File: src/hdl/timer_pkg.sv
// Package of register offsets, field layouts, codes and helpers for the dual channel timer.
//
// Behaviour
// - Channel A mode field: 00 compare, 01 capture, 10 PWM/single pulse, 11 timer/counter.
// - Channel B mode field uses the same four codes as channel A.
// - Compare mode, match A: pin action 00 keep, 01 low, 10 high, 11 toggle.
// - Compare mode, match B: same pin actions applied to the channel B pins.
// - PWM mode: action 00 inactive, 01 active, 10 PWM waveform, 11 single pulse.
// - Capture mode: action 00 rising, 01 falling, 10 either edge, 11 none.
// - Compare mode: output control sets start level; timer on rise restores it.
// - Action level equal to start level gives no visible pin change.
// - PWM mode: output control 0 active low, 1 active high; unused in timer mode.
// - Invert bit passes output straight or inverted; no effect in timer mode.
// - Direction flag reads 0 counting up, 1 counting down.
// - Clear source 0 clears on period match or overflow, 1 on match A.
// - Overflow clears only with period value zero; comparator B never clears.
// - Clear source bit is ignored in single pulse and capture modes.
// - Alignment 00 edge; 01 centre up-match, 10 centre down-match, 11 both.
// - Counter low byte register is read only, bits 7 to 0, resets zero.
// - Timer on rising clears the counter; falling holds the count.
// - Period value compares counter top three bits; zero runs to 1024 clocks.
package timer_pkg;

    // ===========================================================
    // Register offsets (byte addresses).
    localparam logic [11:0] OFF_TIMER_CTRL = 12'h000;
    localparam logic [11:0] OFF_CHA_CTRL = 12'h004;
    localparam logic [11:0] OFF_CHB_CTRL = 12'h008;
    localparam logic [11:0] OFF_CNT_LO = 12'h00c;
    localparam logic [11:0] OFF_CNT_HI = 12'h010;
    localparam logic [11:0] OFF_CMP_A = 12'h014;
    localparam logic [11:0] OFF_CMP_B = 12'h018;

    // ===========================================================
    // Field positions.
    localparam int TON_BIT = 3;
    localparam int PER_LSB = 0;
    localparam int MODE_LSB = 6;
    localparam int ACT_LSB = 4;
    localparam int OCTRL_BIT = 3;
    localparam int INV_BIT = 2;
    localparam int DIR_BIT = 1;
    localparam int CLR_BIT = 0;
    localparam int ALIGN_LSB = 0;

    // ===========================================================
    // Reset values.
    localparam logic [3:0] TIMER_CTRL_RST = 4'h0;
    localparam logic [7:0] CH_CTRL_RST = 8'h00;
    localparam logic [9:0] CMP_RST = 10'h000;
    localparam logic [9:0] CNT_RST = 10'h000;

    // ===========================================================
    // Mode, action and alignment codes.
    localparam logic [1:0] MODE_COMPARE = 2'h0;
    localparam logic [1:0] MODE_CAPTURE = 2'h1;
    localparam logic [1:0] MODE_PWM = 2'h2;
    localparam logic [1:0] MODE_TIMER = 2'h3;
    localparam logic [1:0] ACT_KEEP = 2'h0;
    localparam logic [1:0] ACT_LOW = 2'h1;
    localparam logic [1:0] ACT_HIGH = 2'h2;
    localparam logic [1:0] ACT_TOGGLE = 2'h3;
    localparam logic [1:0] PWM_INACTIVE = 2'h0;
    localparam logic [1:0] PWM_ACTIVE = 2'h1;
    localparam logic [1:0] PWM_WAVE = 2'h2;
    localparam logic [1:0] PWM_SINGLE = 2'h3;
    localparam logic [1:0] CAP_RISE = 2'h0;
    localparam logic [1:0] CAP_FALL = 2'h1;
    localparam logic [1:0] CAP_BOTH = 2'h2;
    localparam logic [1:0] CAP_OFF = 2'h3;
    localparam logic [1:0] ALIGN_EDGE = 2'h0;
    localparam logic [1:0] ALIGN_UP = 2'h1;
    localparam logic [1:0] ALIGN_DOWN = 2'h2;
    localparam logic [1:0] ALIGN_BOTH = 2'h3;

    // Last count before the period match; period zero wraps to the overflow value.
    function automatic logic [9:0] top_value(input logic [2:0] period);
        logic [2:0] upper;
        upper = period - 3'h1;
        return {upper, 7'h7f};
    endfunction : top_value

endpackage : timer_pkg

File: src/hdl/channel_pin_unit.sv
// One channel's output pin logic for compare, PWM and single pulse modes.
`timescale 1ns/1ps
module channel_pin_unit
    import timer_pkg::*;
(
    input wire logic clk_sys,
    input wire logic srst,
    input wire logic [1:0] modeSel,
    input wire logic [1:0] pinAction,
    input wire logic outCtrl,
    input wire logic invert,
    input wire logic [1:0] align,
    input wire logic onRise,
    input wire logic matchEvt,
    input wire logic periodStart,
    input wire logic countDown,
    output logic pinOut,
    output logic pinOe
);

    logic level;
    logic next_level;
    logic dirOk;
    logic shown;

    // Centre aligned matches count only in the selected direction.
    assign dirOk = (align == ALIGN_EDGE) || (align == ALIGN_BOTH) ||
                   (align == ALIGN_UP && !countDown) || (align == ALIGN_DOWN && countDown);

    // Next logical level: pin level in compare mode, active flag in PWM mode.
    always_comb begin
        next_level = level;
        case (modeSel)
            MODE_COMPARE: begin
                if (onRise) begin
                    next_level = outCtrl;
                end else if (matchEvt) begin
                    case (pinAction)
                        ACT_LOW: next_level = 1'b0;
                        ACT_HIGH: next_level = 1'b1;
                        ACT_TOGGLE: next_level = ~level;
                        default: next_level = level;
                    endcase
                end
            end
            MODE_PWM: begin
                case (pinAction)
                    PWM_INACTIVE: next_level = 1'b0;
                    PWM_ACTIVE: next_level = 1'b1;
                    PWM_WAVE: begin
                        if (onRise) begin
                            next_level = 1'b1;
                        end else if (matchEvt && dirOk && align == ALIGN_BOTH) begin
                            next_level = ~level;
                        end else if (matchEvt && dirOk) begin
                            next_level = 1'b0;
                        end else if (periodStart && align != ALIGN_BOTH) begin
                            next_level = 1'b1;
                        end
                    end
                    PWM_SINGLE: begin
                        if (onRise) begin
                            next_level = 1'b1;
                        end else if (matchEvt) begin
                            next_level = 1'b0;
                        end
                    end
                    default: next_level = level;
                endcase
            end
            default: next_level = level;
        endcase
    end

    assign shown = (modeSel == MODE_PWM) ? (next_level ? outCtrl : ~outCtrl) : next_level;

    // Level and registered pin drive; capture and timer modes release the pin.
    always_ff @(posedge clk_sys) begin
        if (srst) begin
            level <= 1'b0;
            pinOut <= 1'b0;
            pinOe <= 1'b0;
        end else begin
            level <= next_level;
            pinOut <= (modeSel == MODE_COMPARE || modeSel == MODE_PWM) ? (shown ^ invert) : 1'b0;
            pinOe <= (modeSel == MODE_COMPARE || modeSel == MODE_PWM);
        end
    end

endmodule : channel_pin_unit

File: src/hdl/timer_dual_channel.sv
// Dual channel 10-bit timer: APB registers, counter, capture and channel pins.
`timescale 1ns/1ps
module timer_dual_channel
    import timer_pkg::*;
(
    input wire logic clk_sys,
    input wire logic srst,
    input wire logic psel,
    input wire logic penable,
    input wire logic pwrite,
    input wire logic [11:0] paddr,
    input wire logic [31:0] pwdata,
    output logic [31:0] prdata,
    output logic pready,
    output logic pslverr,
    input wire logic countTick,
    input wire logic chanAPinIn,
    output logic chanAPinOut,
    output logic chanAPinOe,
    input wire logic chanBPin0In,
    output logic chanBPin0Out,
    output logic chanBPin0Oe,
    output logic chanBPin1Out,
    output logic chanBPin1Oe,
    output logic chanBPin2Out,
    output logic chanBPin2Oe
);

    // ===========================================================
    // Register state.
    logic timerOn;
    logic [2:0] period;
    logic [7:0] chanACtrl;
    logic [7:0] chanBCtrl;
    logic [9:0] cmpA;
    logic [9:0] cmpB;
    logic [9:0] cnt;
    logic [9:0] next_cnt;
    logic countDown;
    logic next_countDown;
    logic onPrev;
    logic aPrev;
    logic bPrev;
    logic pinBOut;
    logic pinBOe;

    // Decoded fields.
    logic [1:0] modeA;
    logic [1:0] modeB;
    logic [1:0] actA;
    logic [1:0] actB;
    logic [1:0] align;
    logic clrSel;
    logic onRise;
    logic step;
    logic isSingle;
    logic isCentre;
    logic useClrA;
    logic [9:0] top;
    logic matchA;
    logic matchB;
    logic periodStart;
    logic capA;
    logic capB;
    logic access;
    logic wrEn;

    assign modeA = chanACtrl[MODE_LSB +: 2];
    assign modeB = chanBCtrl[MODE_LSB +: 2];
    assign actA = chanACtrl[ACT_LSB +: 2];
    assign actB = chanBCtrl[ACT_LSB +: 2];
    assign align = chanBCtrl[ALIGN_LSB +: 2];
    assign clrSel = chanACtrl[CLR_BIT];

    // Checks whether a capture edge matches the selected trigger.
    function automatic logic cap_hit(input logic [1:0] sel, input logic rise, input logic fall);
        case (sel)
            CAP_RISE: return rise;
            CAP_FALL: return fall;
            CAP_BOTH: return rise | fall;
            default: return 1'b0;
        endcase
    endfunction : cap_hit

    // ===========================================================
    // APB slave: access phase takes two cycles, answer registered.
    assign access = psel && penable && !pready;
    assign wrEn = psel && penable && pready && pwrite;

    // Read data and error for the access about to complete.
    always_ff @(posedge clk_sys) begin
        if (srst) begin
            pready <= 1'b0;
            prdata <= 32'h0000_0000;
            pslverr <= 1'b0;
        end else begin
            pready <= access;
            if (access) begin
                pslverr <= 1'b0;
                prdata <= 32'h0000_0000;
                case (paddr)
                    OFF_TIMER_CTRL: prdata[3:0] <= {timerOn, period};
                    OFF_CHA_CTRL: prdata[7:0] <= {chanACtrl[7:2], countDown, chanACtrl[CLR_BIT]};
                    OFF_CHB_CTRL: prdata[7:0] <= chanBCtrl;
                    OFF_CNT_LO: prdata[7:0] <= cnt[7:0];
                    OFF_CNT_HI: prdata[1:0] <= cnt[9:8];
                    OFF_CMP_A: prdata[9:0] <= cmpA;
                    OFF_CMP_B: prdata[9:0] <= cmpB;
                    default: pslverr <= 1'b1;
                endcase
            end else begin
                pslverr <= 1'b0;
            end
        end
    end

    // Control register writes; the direction bit of channel A is read only.
    always_ff @(posedge clk_sys) begin
        if (srst) begin
            timerOn <= TIMER_CTRL_RST[TON_BIT];
            period <= TIMER_CTRL_RST[PER_LSB +: 3];
            chanACtrl <= CH_CTRL_RST;
            chanBCtrl <= CH_CTRL_RST;
        end else if (wrEn) begin
            case (paddr)
                OFF_TIMER_CTRL: begin
                    timerOn <= pwdata[TON_BIT];
                    period <= pwdata[PER_LSB +: 3];
                end
                OFF_CHA_CTRL: chanACtrl <= {pwdata[7:2], 1'b0, pwdata[CLR_BIT]};
                OFF_CHB_CTRL: chanBCtrl <= pwdata[7:0];
                default: chanACtrl <= chanACtrl;
            endcase
        end
    end

    // ===========================================================
    // Counter control.
    assign onRise = timerOn && !onPrev;
    assign step = timerOn && !onRise && countTick;
    assign isSingle = (modeA == MODE_PWM) && (actA == PWM_SINGLE);
    assign isCentre = (modeA == MODE_PWM) && !isSingle && (align != ALIGN_EDGE);
    assign useClrA = clrSel && !isSingle && (modeA != MODE_CAPTURE);
    assign top = top_value(period);
    assign matchA = step && (cnt == cmpA);
    assign matchB = step && (cnt == cmpB);
    assign periodStart = step && (next_cnt == CNT_RST);

    // Next count and direction.
    always_comb begin
        next_cnt = cnt;
        next_countDown = isCentre ? countDown : 1'b0; // Only centre aligned counting runs down.
        if (onRise) begin
            next_cnt = CNT_RST;
            next_countDown = 1'b0;
        end else if (step) begin
            if (isCentre) begin
                if (countDown) begin
                    next_cnt = (cnt == CNT_RST) ? cnt + 10'h001 : cnt - 10'h001;
                    next_countDown = (cnt != CNT_RST);
                end else begin
                    next_cnt = (cnt == top) ? cnt - 10'h001 : cnt + 10'h001;
                    next_countDown = (cnt == top);
                end
            end else if (useClrA && cnt == cmpA) begin
                next_cnt = CNT_RST;
            end else if (!useClrA && cnt == top) begin
                next_cnt = CNT_RST;
            end else begin
                next_cnt = cnt + 10'h001;
            end
        end
    end

    // Counter, direction and switch-on edge history; off holds the count.
    always_ff @(posedge clk_sys) begin
        if (srst) begin
            cnt <= CNT_RST;
            countDown <= 1'b0;
            onPrev <= 1'b0;
        end else begin
            cnt <= next_cnt;
            countDown <= next_countDown;
            onPrev <= timerOn;
        end
    end

    // ===========================================================
    // Capture inputs.
    // capture edge select
    assign capA = timerOn && (modeA == MODE_CAPTURE) && cap_hit(actA, chanAPinIn && !aPrev, !chanAPinIn && aPrev);
    assign capB = timerOn && (modeB == MODE_CAPTURE) && cap_hit(actB, chanBPin0In && !bPrev, !chanBPin0In && bPrev);

    // Pin history for edge detection.
    always_ff @(posedge clk_sys) begin
        if (srst) begin
            aPrev <= 1'b0;
            bPrev <= 1'b0;
        end else begin
            aPrev <= chanAPinIn;
            bPrev <= chanBPin0In;
        end
    end

    // Compare values: a capture takes precedence over a software write.
    always_ff @(posedge clk_sys) begin
        if (srst) begin
            cmpA <= CMP_RST;
            cmpB <= CMP_RST;
        end else begin
            if (capA) begin
                cmpA <= cnt;
            end else if (wrEn && paddr == OFF_CMP_A) begin
                cmpA <= pwdata[9:0];
            end
            if (capB) begin
                cmpB <= cnt;
            end else if (wrEn && paddr == OFF_CMP_B) begin
                cmpB <= pwdata[9:0];
            end
        end
    end

    // ===========================================================
    // Channel pins; channel B drives its three pins alike.
    channel_pin_unit chanAUnit (
        .clk_sys(clk_sys),
        .srst(srst),
        .modeSel(modeA),
        .pinAction(actA),
        .outCtrl(chanACtrl[OCTRL_BIT]),
        .invert(chanACtrl[INV_BIT]),
        .align(align),
        .onRise(onRise),
        .matchEvt(matchA),
        .periodStart(periodStart),
        .countDown(countDown),
        .pinOut(chanAPinOut),
        .pinOe(chanAPinOe)
    );

    channel_pin_unit chanBUnit (
        .clk_sys(clk_sys),
        .srst(srst),
        .modeSel(modeB),
        .pinAction(actB),
        .outCtrl(chanBCtrl[OCTRL_BIT]),
        .invert(chanBCtrl[INV_BIT]),
        .align(align),
        .onRise(onRise),
        .matchEvt(matchB),
        .periodStart(periodStart),
        .countDown(countDown),
        .pinOut(pinBOut),
        .pinOe(pinBOe)
    );

    // Fan the channel B flop outputs to its pins.
    assign chanBPin0Out = pinBOut;
    assign chanBPin0Oe = pinBOe;
    assign chanBPin1Out = pinBOut;
    assign chanBPin1Oe = pinBOe;
    assign chanBPin2Out = pinBOut;
    assign chanBPin2Oe = pinBOe;
endmodule : timer_dual_channel

File: config.mk
export PLATFORM = sky130hd
export DESIGN_NAME = timer_dual_channel
export DESIGN_NICKNAME = d
export VERILOG_FILES = /design/src/hdl/timer_pkg.sv /design/src/hdl/channel_pin_unit.sv /design/src/hdl/timer_dual_channel.sv
export SDC_FILE = /design/constraint.sdc
export NUM_CORES = 1
export LEC_CHECK = 0
export BUFFER_PORTS_ARGS = -buffer_cell sky130_fd_sc_hd__buf_2
export CORE_ASPECT_RATIO = 0.7
export CORE_MARGIN = 2
export CORE_UTILIZATION = 50
export DETAILED_ROUTE_END_ITERATION = 10
export PLACE_DENSITY = 0.73
export SLEW_MARGIN = 30
export SYNTH_ARGS = -nofsm -noshare
export SYNTH_HDL_FRONTEND = slang
export SYNTH_HIERARCHICAL = 1
export SYNTH_SLANG_ARGS = --single-unit
File: constraint.sdc
create_clock -name clk_sys -period 4.9 [get_ports clk_sys]
set_clock_uncertainty 0.05 [all_clocks]
set_input_delay 0 -clock clk_sys [delete_from_list [all_inputs] [get_ports clk_sys]]
set_output_delay 0 -clock clk_sys [all_outputs]
set_load 0.01 [all_outputs]
### After elaboration in Yosys (flattened, before gate mapping)

Index checks and enable logic that the tools add are counted.

* register bits: 71
* output and inout bits: 42

* add/subtract/negate cells: 3
* eq/ne operators: 24
* muxes and demuxes: 49
* bitwise gates (word level): 11
* reductions and logical operators: 69

Operator list (count)
* 10-bit 2-to-1 mux: 12
* 12-bit by 5-bit == test with 1-bit output, second input constant: 3
* 1-bit logical AND: 34
* 10-bit == test: 3
* 1-bit 2-to-1 mux: 25
* 12-bit by 4-bit == test with 1-bit output, second input constant: 2
* 10-bit logical NOT: 2
* 4-bit case mux with 5 select lines: 1
* 2-bit == test, second input constant: 8
* 2-bit case mux with 7 select lines: 1
* 12-bit by 3-bit == test with 1-bit output, second input constant: 1
* 12-bit logical NOT: 1
* 1-bit case mux with 3 select lines: 4
* 2-bit case mux with 6 select lines: 1
* 10-bit by 1-bit adder with 10-bit output, second input constant: 1
* 2-bit by 1-bit == test with 1-bit output, second input constant: 5
* 1-bit logical NOT: 10
* 2-bit logical NOT: 5
* 10-bit nonzero test: 1
* 10-bit by 1-bit subtractor with 10-bit output, second input constant: 1
* 1-bit case mux with 4 select lines: 2
* 2-bit OR reduction: 4
* 1-bit NOT: 7
* 7-bit OR reduction: 1
* 10 further kinds: 21

### Depth between registers and ports, before layout

Gate-level depths: netlist (run 1).

* depth in word-level cells: 24
* mapped depth: 17

### By module

Netlist (run 1), hierarchy kept.

By module, submodules not included
* timer_dual_channel: instances 1, cells each 501, area an instance 4232.8 um^2
* channel_pin_unit: instances 2, cells each 36, area an instance 301.5 um^2

### Worst setup path after synthesis (run 1)

OpenSTA, ideal clock, no wires.

* kind: reg-to-reg
* from: register cnt[1]
* to: register chanAUnit.pinOut
* library setup time: 88 ps
* data arrival time: 3387 ps
* path slack: 1375 ps
* cell stages (with the launch flop): 18
* path buffers: 1
* cell sequence: dfxtp_1 -> clkbuf_1 -> inv_1 -> ha_1 -> nor4b_2 -> nand4b_1 -> nand2_1 -> nor2_8 -> nor4_1 -> a211o_1 -> a221o_1 -> nor4_2 -> nor2_1 -> nor3b_2 -> o22ai_1 -> o31a_1 -> and3_4 -> nor4_2

* longest elaborated chain between the ends: 19
* elaborated cells between the ends (all ways): 34
* those cells by class: 2 x add/sub; 2 x eq/ne; 20 x mux; 1 x bitwise; 9 x reduce/logical

RTL lines
* from (decl): RTL line timer_dual_channel.sv:37 `logic [9:0] cnt;`
* from (signal assigned): RTL line timer_dual_channel.sv:182 `cnt <= next_cnt;`
* branches (longest 5 deep; another with 10-bit by 1-bit adder with 10-bit output)
* 10-bit 2-to-1 mux (*): RTL line timer_dual_channel.sv:156 `end else if (step) begin`
* 10-bit 2-to-1 mux (*): RTL line timer_dual_channel.sv:153 `if (onRise) begin`
* 10-bit logical NOT (*): RTL line timer_dual_channel.sv:147 `assign periodStart = step && (next_cnt == CNT_RST);`
* 1-bit logical AND (*): RTL line timer_dual_channel.sv:147
* named net periodStart: RTL line timer_dual_channel.sv:62 `logic periodStart;`
* 1-bit logical AND (*): RTL line channel_pin_unit.sv:57 `end else if (periodStart && align != ALIGN_BOTH) begin`
* 1-bit 2-to-1 mux (*): RTL line channel_pin_unit.sv:57
* 1-bit 2-to-1 mux (*): RTL line channel_pin_unit.sv:55 `end else if (matchEvt && dirOk) begin`
* 1-bit 2-to-1 mux (*): RTL line channel_pin_unit.sv:53 `end else if (matchEvt && dirOk && align == ALIGN_BOTH) begin`
* 1-bit 2-to-1 mux (*): RTL line channel_pin_unit.sv:51 `if (onRise) begin`
* 1-bit case mux with 4 select lines (*): RTL line channel_pin_unit.sv:47 `case (pinAction)`
* 1-bit case mux with 2 select lines (*): RTL line channel_pin_unit.sv:33 `case (modeSel)`
* 1-bit 2-to-1 mux: RTL line channel_pin_unit.sv:75 `assign shown = (modeSel == MODE_PWM) ? (next_level ? outCtrl : ~outCtrl) : next_level;`
* 1-bit 2-to-1 mux (*): RTL line channel_pin_unit.sv:75
* 1-bit bitwise XOR (*): RTL line channel_pin_unit.sv:85 `pinOut <= (modeSel == MODE_COMPARE || modeSel == MODE_PWM) ? (shown ^ invert) : 1'b0;`
* to (signal assigned): RTL line channel_pin_unit.sv:85
* to (decl): RTL line channel_pin_unit.sv:17 `output logic pinOut,`

Mark *: on every way through the listed nets, which the timed path passes.
A chain may end at the register's enable or synchronous reset.

### Final worst setup path (run 1)

* from: register cnt[0]
* to: register chanBUnit.pinOut

* longest elaborated chain between the ends: 19
* elaborated cells between the ends (all ways): 35
* those cells by class: 2 x add/sub; 3 x eq/ne; 20 x mux; 1 x bitwise; 9 x reduce/logical

RTL lines (RTL line)
* branches (longest 5 deep; another with 10-bit by 1-bit adder with 10-bit output)
* 10-bit 2-to-1 mux (*): timer_dual_channel.sv:156
* 10-bit 2-to-1 mux (*): timer_dual_channel.sv:153
* 10-bit logical NOT (*): timer_dual_channel.sv:147
* 1-bit logical AND (*): timer_dual_channel.sv:147
* named net periodStart: timer_dual_channel.sv:62
* 1-bit logical AND (*): channel_pin_unit.sv:57
* 1-bit 2-to-1 mux (*): channel_pin_unit.sv:57
* 1-bit 2-to-1 mux (*): channel_pin_unit.sv:55
* 1-bit 2-to-1 mux (*): channel_pin_unit.sv:53
* 1-bit 2-to-1 mux (*): channel_pin_unit.sv:51
* 1-bit case mux with 4 select lines (*): channel_pin_unit.sv:47
* 1-bit case mux with 2 select lines (*): channel_pin_unit.sv:33
* 1-bit 2-to-1 mux: channel_pin_unit.sv:75
* 1-bit 2-to-1 mux (*): channel_pin_unit.sv:75
* 1-bit bitwise XOR (*): channel_pin_unit.sv:85
* to (signal assigned): channel_pin_unit.sv:85
* to (decl): channel_pin_unit.sv:17

Marked as above.

==> flow_summary.ini, run 1 <==
[run_status]
status = completed

[sta]
period_share_pct = 91.43
min_period_ns = 4.480
slew_viol_final = 0
worstMarginPinSlew_ns = 0.9497
clock.fmax_mhz = 223.2
fin_tns_setup_ns = 0
rsz0062_at_grt = false
setup_viol = 0
hold_violations = 0
maxSlewHeadroom_pct = 36.10

[layout]
multi_input_area_um2 = 3038
final_util_pct = 60.10
antenna_cells = 0
area_delta_synth_final_pct = 14.54
nNetsFinal = 686
layout_commonest_cell = nor2_1
fill_cells = 828
layout_common_cells = nor2_1 (84), dfxtp_1 (71), buf_2 (49)
drive_gt1_share_pct = 17.47
ff_latch_area_um2 = 1421

[job]
drv_cap = 0

[power_and_ir_drop]
ir_drop_mv = 0.1795
leakagePower_nw = 2.246
powerDensity_nw_per_um2 = 266.9

[cts]
numCtsBuffers = 9
clkTransAtPathRegs_ns = 0.06
cts.htree.levels = 3
clockBufferDepth = 2
postCtsSetupBuffers = 0
cts-resized-gates = 0
cts_tree = built
clkSinkCount = 71
clk_latency_ns = 0.34
clockRootBuffer = clkbuf_16

[floorplan]
core_um2 = 9216
die-area_um2 = 10490
start_util_pct = 52.47
io_pins = 94
die_w_um = 121.5
rows = 29
die_height_um = 86.28

[global_route]
grt_pass1_wl_um = 22420
antenna_found_initial = 0
grt_pass1_vias = 4214
grt_remaining_overflow = 0
track_usage_pct = 27.52
grt_start_max_net_pins = 72

[yosys]
avgSynthCellArea_um2 = 8.440
yosysUniqueCellTypes = 79
ys_seq_area_share_pct = 29.39
synth_edf_count = 0
ys_ff_latch = 71
synth_area_um2 = 4836
yosysTopAreaCellShare_pct = 29.39
yosys.area.top_type = dfxtp_1
yosys_warnings = 6
synth_ff_type = dfxtp_1
ys_top_cells_by_area = dfxtp_1 (29%), mux2i_1 (7.7%), nor2_1 (6.5%), a211oi_1 (4.3%), buf_4 (4.3%)
async_flop_share_pct = 0
synth_cells = 573

[setup_path]
rrSetupSlack_ns = 0.42
reg2reg_to = chanBUnit/pinOut
cp-start-kind = flop
slowest_stage = dfxtp_1
worstSetupEndpoint = chanBUnit/pinOut
worstSetupPathType = reg -> reg
arrival_ns = 4.63
required_ns = 5.05
crit_family = simple AND/OR/NAND/NOR gates
slowest_delay_ns = 0.64
cp_num_cells = 16
crit_chain = inv_1 > ha_1 > nor4b_2 > nand4b_1 > nand2_1 > o2111ai_1 > a211oi_1 > o22ai_1 > or3b_1 > nor4_2 > nor2_1 > nor3b_2 > o22ai_1 > o31a_1 > a21oi_1 > nor4_2
end_kind = flop
r2r_cells = 16
rr_startpoint = cnt[0]
critPathBufInv = 1
path_max_fanout = 11
startpoint = cnt[0]

[detailed_routing]
finalWirelength_um = 14120
via_per_inst = 6.170
post-route-drc-count = 0
via_count = 4615
post_drt_wl_per_cell_um = 18.88
ant_nets = 0
drt_iter0_markers = 606
firstDrtPassIters = 5

[placed_design]
hpwl_um = 10190
place_congestion = 0.9364
place.port_buffers = 49

[worst_hold_path]
min_path_type = in -> reg
cells in the mapped netlist (3+ instances only):
library cell and instances:
a211oi_1 28, a21oi_1 21, a221oi_1 4, a222oi_1 3
a22oi_1 8, a311oi_1 6, a31oi_1 3, and2_1 5
and3_1 4, buf_1 4, buf_2 7, buf_4 28
clkbuf_1 20, dfxtp_1 71, ha_1 15, inv_1 25
mux2i_1 37, nand2_1 22, nand2b_1 5, nand3_1 9
nand4_1 6, nor2_1 84, nor2b_1 9, nor3_1 16
nor3b_1 3, nor4_1 8, nor4_2 4, o21ai_0 20
o22ai_1 6, o31ai_1 3, xnor2_1 11, xor2_1 15
through the flow:
| step | cell area [um^2] | setup WS (ns) | hold slack [ns] | total power [mW] | instances |
|---|---|---|---|---|---|
| floorplan | 4915 | 1.375 | 0.01669 | 0.6749 | 594 |
| global placement | 5055 | 0.6405 | 0.2011 | 0.6980 | 719 |
| detailed placement | 5055 | 0.5621 | 0.2235 | 0.7005 | 719 |
| CTS | 5539 | 0.5268 | 0.004552 | 1.479 | 748 |
| global route | 5539 | 0.1415 | 0.02265 | 1.519 | 748 |
| finish | 5539 | 0.4201 | 0.01767 | 1.478 | 748 |
tightest hold or removal path, stage by stage:
cell,delay (ns)
buf_2,0.13
nand2_1,0.09
a2111oi_0,0.11
layer usage:
metal | up-vias | global-route usage [%] | share of wire [%] | wire [um]
met1 | 2199 | 39.69 | 44 | 6239
met5 | - | 0 | 0 | 0
met2 | 280 | 39.53 | 43 | 6028
met3 | 18 | 9.276 | 12 | 1698
met4 | 0 | 6.688 | 1.1 | 152
li1 | 2118 | - | - | -
area by class of cell:
class                           instances  share of cell area, %
Inverter                               26                  1.762
Multi-Input combinational cell        436                  54.85
Clock inverter                          6                  2.078
Sequential cell                        71                  25.66
Clock buffer                           10                  4.314
Tap cell                              124                  2.801
Timing Repair Buffer                   75                  8.539
state kept, by name (all words and copies together), names as in the netlist, 3 cells and up:
signal	cells
chanACtrl	7
chanBCtrl	8
cmpA	10
cmpB	10
cnt	10
period	3
prdata	10
worst min-delay path by stage:
stage	from	slack [ns]	cells after the start	endpoint
2_1_floorplan	srst	0.02	1	chanAUnit/pinOe
3_3_place_gp	chanBPin0In	0.20	3	bPrev
3_5_place_dp	chanAPinIn	0.22	3	aPrev
4_1_cts	countTick	0.005	3	cnt[8]
5_1_grt	countTick	0.02	3	cnt[8]
6_report	countTick	0.02	3	cnt[8]
cell families (layout without fill, tap and decap cells):
group	Yosys count	after routing	synth area share (%)
adders and majority gates	15	15	3.881
xor gates and xnor gates	27	27	5.200
DFF	71	71	29.39
muxes	42	42	9.522
buffers and inverters	87	117	9.418
other	1	22	0.07755
and+or+nand+nor	205	205	23.98
AOI/OAI and AO/OA	125	125	18.53
where the power goes:
part           internal, mW  leakage, nW  total [mW]  switching, mW
Clock                 0.515        0.170       0.780          0.265
Sequential            0.585        0.575       0.592        0.00657
Combinational        0.0410         1.50       0.106         0.0651
timing repair:
action,4_1_cts,5_1_grt
setup endpoints to repair,0,0
hold buffers,13,0
endpoints found under the hold margin,27,0
Note: power is estimated with default switching activity, not from simulation.
==> inputs of run 2 (changes only) <==
Settings changed: ABC_AREA set to 1, TNS_END_PERCENT set to 1.
==> run 2 against run 1 <==
  * Critical path depth shrank 2
  * Utilization shrank 2.7 points
  * Worst hold slack gained 0.015 ns
  * Synthesized cell count grew 34%
  * First-iteration DRC count shrank 36%
  * Register-to-register slack gained 0.81 ns
  * Die area grew 3.5%
  * Via count grew 15%
  * Critical path type unchanged
  * Total power shrank 9.8%
  * Sequential share of layout area shrank 0.17 points
==> flow_summary.ini, run 2 <==
[detailed_routing]
via_count = 5295
post_drt_wl_per_cell_um = 16.18
finalWirelength_um = 15250
ant_nets = 0
drt_iter0_markers = 385
via_per_inst = 5.615
post-route-drc-count = 0
firstDrtPassIters = 5

[global_route]
met1_usage_pct = 40.16
grt_pass1_vias = 4715
grt_start_max_net_pins = 39
grt.busiest_layer = met2
grt_pass1_wl_um = 23800
track_usage_pct = 28.66
met3_usage_pct = 8.008
globalRouteMet2Util_pct = 43.21
antenna_found_initial = 0
grt_remaining_overflow = 0

[layout]
fin_area_um2 = 5577
area_delta_synth_final_pct = 11.29
nNetsFinal = 877
layout_commonest_cell = nand2_1
antenna_cells = 0
layout_common_cells = nand2_1 (154), inv_1 (107), nor2_1 (83)
drive_gt1_share_pct = 12.02
multi_input_area_um2 = 2879
fill_cells = 959
ff_latch_area_um2 = 1421

[setup_path]
required_ns = 5.07
arrival_ns = 3.85
cp-start-kind = flop
end_kind = flop
worstSetupPathType = reg -> reg
path_max_fanout = 12

[sta]
clock.fmax_mhz = 272.2
slew_viol_final = 0
worstMarginPinSlew_ns = 1.032
min_period_ns = 3.674
hold_violations = 0
period_share_pct = 74.97
maxSlewHeadroom_pct = 31.00
rsz0062_at_grt = false
setup_viol = 0
fin_tns_setup_ns = 0

[cts]
clockRootBuffer = clkbuf_16
clkSinkCount = 71
clk_latency_ns = 0.33
postCtsSetupBuffers = 0
numCtsBuffers = 9
cts_tree = built
cts.htree.levels = 3
clkTransAtPathRegs_ns = 0.06
clockBufferDepth = 2

[power_and_ir_drop]
powerDensity_nw_per_um2 = 239.2
ir_drop_mv = 0.2092
leakagePower_nw = 2.403

[floorplan]
die-area_um2 = 10850
core_um2 = 9722
start_util_pct = 51.54
rows = 30
die_height_um = 87.76
io_pins = 94
die_w_um = 123.7

[yosys]
yosysUniqueCellTypes = 42
synthTopCellsByCount = nand2_1 (154), inv_1 (108), nor2_1 (84), dfxtp_1 (71), a21oi_1 (67)
synth_ff_type = dfxtp_1
async_flop_share_pct = 0
ys_seq_area_share_pct = 28.36
yosysTopAreaCellShare_pct = 28.36
synth_most_common_cell = nand2_1
synth_cells = 769
avgSynthCellArea_um2 = 6.516
ys_top_cells_by_area = dfxtp_1 (28%), nand2_1 (12%), inv_1 (8.1%), a21oi_1 (6.7%), nor2_1 (6.3%)
synth_area_um2 = 5011
yosys_warnings = 6
ys_ff_latch = 71
synth_edf_count = 0
yosys.area.top_type = dfxtp_1

[worst_hold_path]
min_path_type = in -> reg

[placed_design]
place_congestion = 0.9457
place.port_buffers = 49
hpwl_um = 11460
placed_area_um2 = 5174

[job]
drv_cap = 0

[run_status]
status = completed
==> run 2: cell types whose count changed after synthesis, sizes merged, moves of 22 or more <==
cell and delta:
a21oi +46, inv +90, mux2i -37, nand2 +135
nand3 +47, o21ai +22
==> run 2: worst max-delay path: stages, from the launching register on <==
cell     delay [ns]
dfxtp_1        0.39
nand2_1        0.23
inv_1          0.21
nand2_1        0.12
inv_1          0.32
nand3_1        0.10
or4_1          0.42
nor4_1         0.77
inv_1          0.20
o21ai_1        0.18
nand3_1        0.10
a21oi_2        0.14
nand3_1        0.10
a21oi_1        0.17
nor2_1         0.06
==> run 2: per-layer routing <==
metal / part of all wire (%) / up-vias
met5: 0 / -
met3: 11 / 26
met1: 44 / 2435
li1: - / 2563
met2: 43 / 271
met4: 1.5 / 0
==> run 2: cells by family (layout without fill, tap and decap cells) <==
| kind of cell | after synthesis | after routing | synth area share [%] |
|---|---|---|---|
| flip-flops | 71 | 71 | 28.36 |
| AND/OR/NAND/NOR | 329 | 329 | 29.99 |
| XOR/XNOR | 17 | 17 | 2.971 |
| adder cells (fa/ha/maj) | 15 | 15 | 3.745 |
| other | 1 | 22 | 0.07483 |
| AO/OA/AOI/OAI | 166 | 166 | 19.00 |
| buffers and inverters | 170 | 195 | 15.86 |
==> run 2: worst paths after layout <==
path | from | endpoint | slack, ns | cells after the start
min reg2reg | prdata[1] | prdata[1] | 0.43 | 2
min | pwdata[0] | cmpA[0] | 0.03 | 3
max reg2reg | timerOn | chanBUnit/pinOut | 1.23 | 14
max | timerOn | chanBUnit/pinOut | 1.23 | 14
==> run 2: through the flow <==
stage	total power, mW	cells	utilization [%]	setup WS (ns)	hold slack [ns]
4_1_cts	1.334	943	57.32	1.316	0.01333
6_report	1.334	943	57.36	1.226	0.03227
3_3_place_gp	0.6680	917	53.20	1.456	0.1933
5_1_grt	1.371	943	57.36	0.9247	0.04111
3_5_place_dp	0.6699	917	53.22	1.325	0.2217
2_1_floorplan	0.6507	790	-	2.247	0.02164
==> run 2: layout make-up <==
class	count	share of cell area [%]
multi-input combinational	549	51.63
sequential	71	25.49
inverter	117	8.055
timing repair buffer	62	6.596
clock buffer	11	4.353
tap	128	2.872
clock inverter	5	1.010
==> run 2: timing repair <==
item,in CTS,in global routing
endpoints found under the hold margin,19,0
setup endpoints to repair,0,0
hold buffers,10,0
resized for setup,0,0
==> run 2: power by group <==
part           total (mW)  internal (mW)  switching [mW]  leakage, nW
Clock               0.668          0.408           0.260        0.146
Sequential          0.586          0.583         0.00257        0.574
Combinational      0.0798         0.0288          0.0510         1.68
Total                1.33           1.02           0.313         2.40
==> inputs of run 3 (changes only) <==
Clock period 4.9 ns to 3.6 ns, I/O delays scaled along.
==> run 3 against run 2 <==
  * Flip-flop and latch count stayed put
  * Utilization is 1.1 points higher
  * Total power is 37% higher
  * Register-to-register slack worse by 0.94 ns
  * Sequential share of layout area is 0.47 points lower
  * First-iteration DRC count is 49% higher
  * Via count is 2.0% higher
  * Sequential power is 36% higher
  * Clock-buffer cell count is 1 lower
  * Combinational power is 37% higher
==> flow_summary.ini, run 3 (same netlist as run 2, synthesis figures left out) <==
[worst_hold_path]
hold_path_startpoint = pwdata[2]
hold_end = cmpA[2]
min_path_type = in -> reg
holdPathStages = 3

[layout]
drive_gt1_share_pct = 13.65
layout_commonest_cell = nand2_1
layout_common_cells = nand2_1 (154), inv_1 (107), nor2_1 (82)
area_delta_synth_final_pct = 13.46
fill_cells = 919
final_util_pct = 58.48
antenna_cells = 0
nNetsFinal = 890

[sta]
worstMarginPinSlew_ns = 0.9708
setup_viol = 0
clock.fmax_mhz = 301.7
min_period_ns = 3.315
rsz0062_at_grt = false
fin_tns_setup_ns = 0
hold_violations = 0
slew_viol_final = 0
maxSlewHeadroom_pct = 35.12
period_share_pct = 92.08

[power_and_ir_drop]
clkPwrFrac_pct = 50.3
p_seq_share_pct = 43.7
leakagePower_nw = 2.459
powerDensity_nw_per_um2 = 321.0
switching_share_pct = 24.74
ir_drop_mv = 0.2361
switchingPower_uw = 451.5
internal_power_mw = 1.373
pwr-share-comb_pct = 6.0

[cts]
cts.htree.levels = 3
clkTransAtPathRegs_ns = 0.06
numCtsBuffers = 9
cts_tree = built
clockBufferDepth = 2
clk_latency_ns = 0.34
clockRootBuffer = clkbuf_16
clkSinkCount = 71

[floorplan]
rows = 30
die_height_um = 87.76
die_w_um = 123.7
start_util_pct = 51.54
io_pins = 94
core_um2 = 9722
die-area_um2 = 10850

[setup_path]
path_max_fanout = 10
r2r_cells = 22
required_ns = 3.79
end_kind = flop
rrSetupSlack_ns = 0.29
arrival_ns = 3.51
cp-start-kind = flop
worstSetupPathType = reg -> reg
rr_startpoint = cnt[0]
reg2reg_to = chanBUnit/pinOut

[placed_design]
hpwl_um = 11630
place_congestion = 0.9869
place.port_buffers = 49

[detailed_routing]
finalWirelength_um = 15540
drt_iter0_markers = 574
ant_nets = 0
post_drt_wl_per_cell_um = 16.26
firstDrtPassIters = 5
post-route-drc-count = 0
via_per_inst = 5.649
via_count = 5400

[global_route]
grt_pass1_vias = 4718
grt_pass1_wl_um = 24330
grt_start_max_net_pins = 39
grt_remaining_overflow = 0
track_usage_pct = 29.53
antenna_found_initial = 0

[job]
drv_cap = 0

[run_status]
status = completed
run 3: layout make-up:
cell class | count | area [um^2] | area share, %
clock inverter | 6 | 70.07 | 1.232
tap | 128 | 160.2 | 2.817
clock buffer | 10 | 229.0 | 4.027
timing repair buffer | 75 | 467.9 | 8.231
inverter | 117 | 449.2 | 7.901
sequential | 71 | 1423 | 25.02
multi-input combinational | 549 | 2887 | 50.77
run 3: metrics by stage:
step / hold WS [ns] / instances / worst slack [ns] / total power, mW / area, um^2
floorplan: 0.02164 / 790 / 0.9465 / 0.8857 / 5090
CTS: 0.01159 / 956 / 0.2851 / 1.820 / 5673
global placement: 0.1911 / 929 / 0.3996 / 0.9085 / 5263
finish: 0.03675 / 956 / 0.2852 / 1.825 / 5685
detailed placement: 0.1984 / 929 / 0.3091 / 0.9111 / 5264
global route: 0.03579 / 956 / 0.005131 / 1.871 / 5685
run 3: worst max-delay path by stage:
stage	from	depth (start not counted)	slack [ns]	end
3_3_place_gp	cnt[1]	23	0.40	chanAUnit/pinOut
5_1_grt	period[0]	29	0.005	chanBUnit/pinOut
2_1_floorplan	cnt[0]	24	0.95	chanAUnit/pinOut
6_report	cnt[0]	22	0.29	chanBUnit/pinOut
3_5_place_dp	cnt[1]	22	0.31	chanBUnit/pinOut
4_1_cts	cnt[1]	22	0.29	chanBUnit/pinOut
run 3: metal layers:
metal	vias to the layer above	wire, um	GRT usage [%]
met5	-	0	0
met4	0	303	8.058
li1	2597	-	-
met1	2465	6636	41.83
met2	307	6635	43.36
met3	31	1965	9.115
run 3: worst max-delay path, cell delays in order (launching register included):
cell	delay [ns]
dfxtp_1	0.51
ha_1	0.27
nand4_2	0.16
nor2_2	0.20
nand3_2	0.15
nand2_4	0.17
nand3_4	0.14
nand3_1	0.12
nand2_1	0.05
nand2_1	0.11
nand4_1	0.22
nor2_4	0.21
nor2_1	0.06
nor2_1	0.09
nand2_1	0.05
nand2_1	0.06
nand2_1	0.05
nand2_1	0.05
nand2_1	0.06
nand2_1	0.11
nand3_2	0.10
a21oi_1	0.14
nor2_1	0.06
run 3: timing repair:
item                                    in CTS  in global routing
hold endpoints to repair                    21                  0
hold buffers                                11                  0
gates resized for setup                      0                  4
setup buffers                                0                  0
endpoints found under the setup margin       0                  2
run 3: power groups by stage:
stage	Combinational (mW)	Sequential, mW	Clock (mW)
finish	0.109	0.797	0.918
global route	0.120	0.798	0.952
CTS	0.106	0.797	0.917
detailed placement	0.0965	0.815	0
global placement	0.0943	0.814	0
floorplan	0.0677	0.818	0
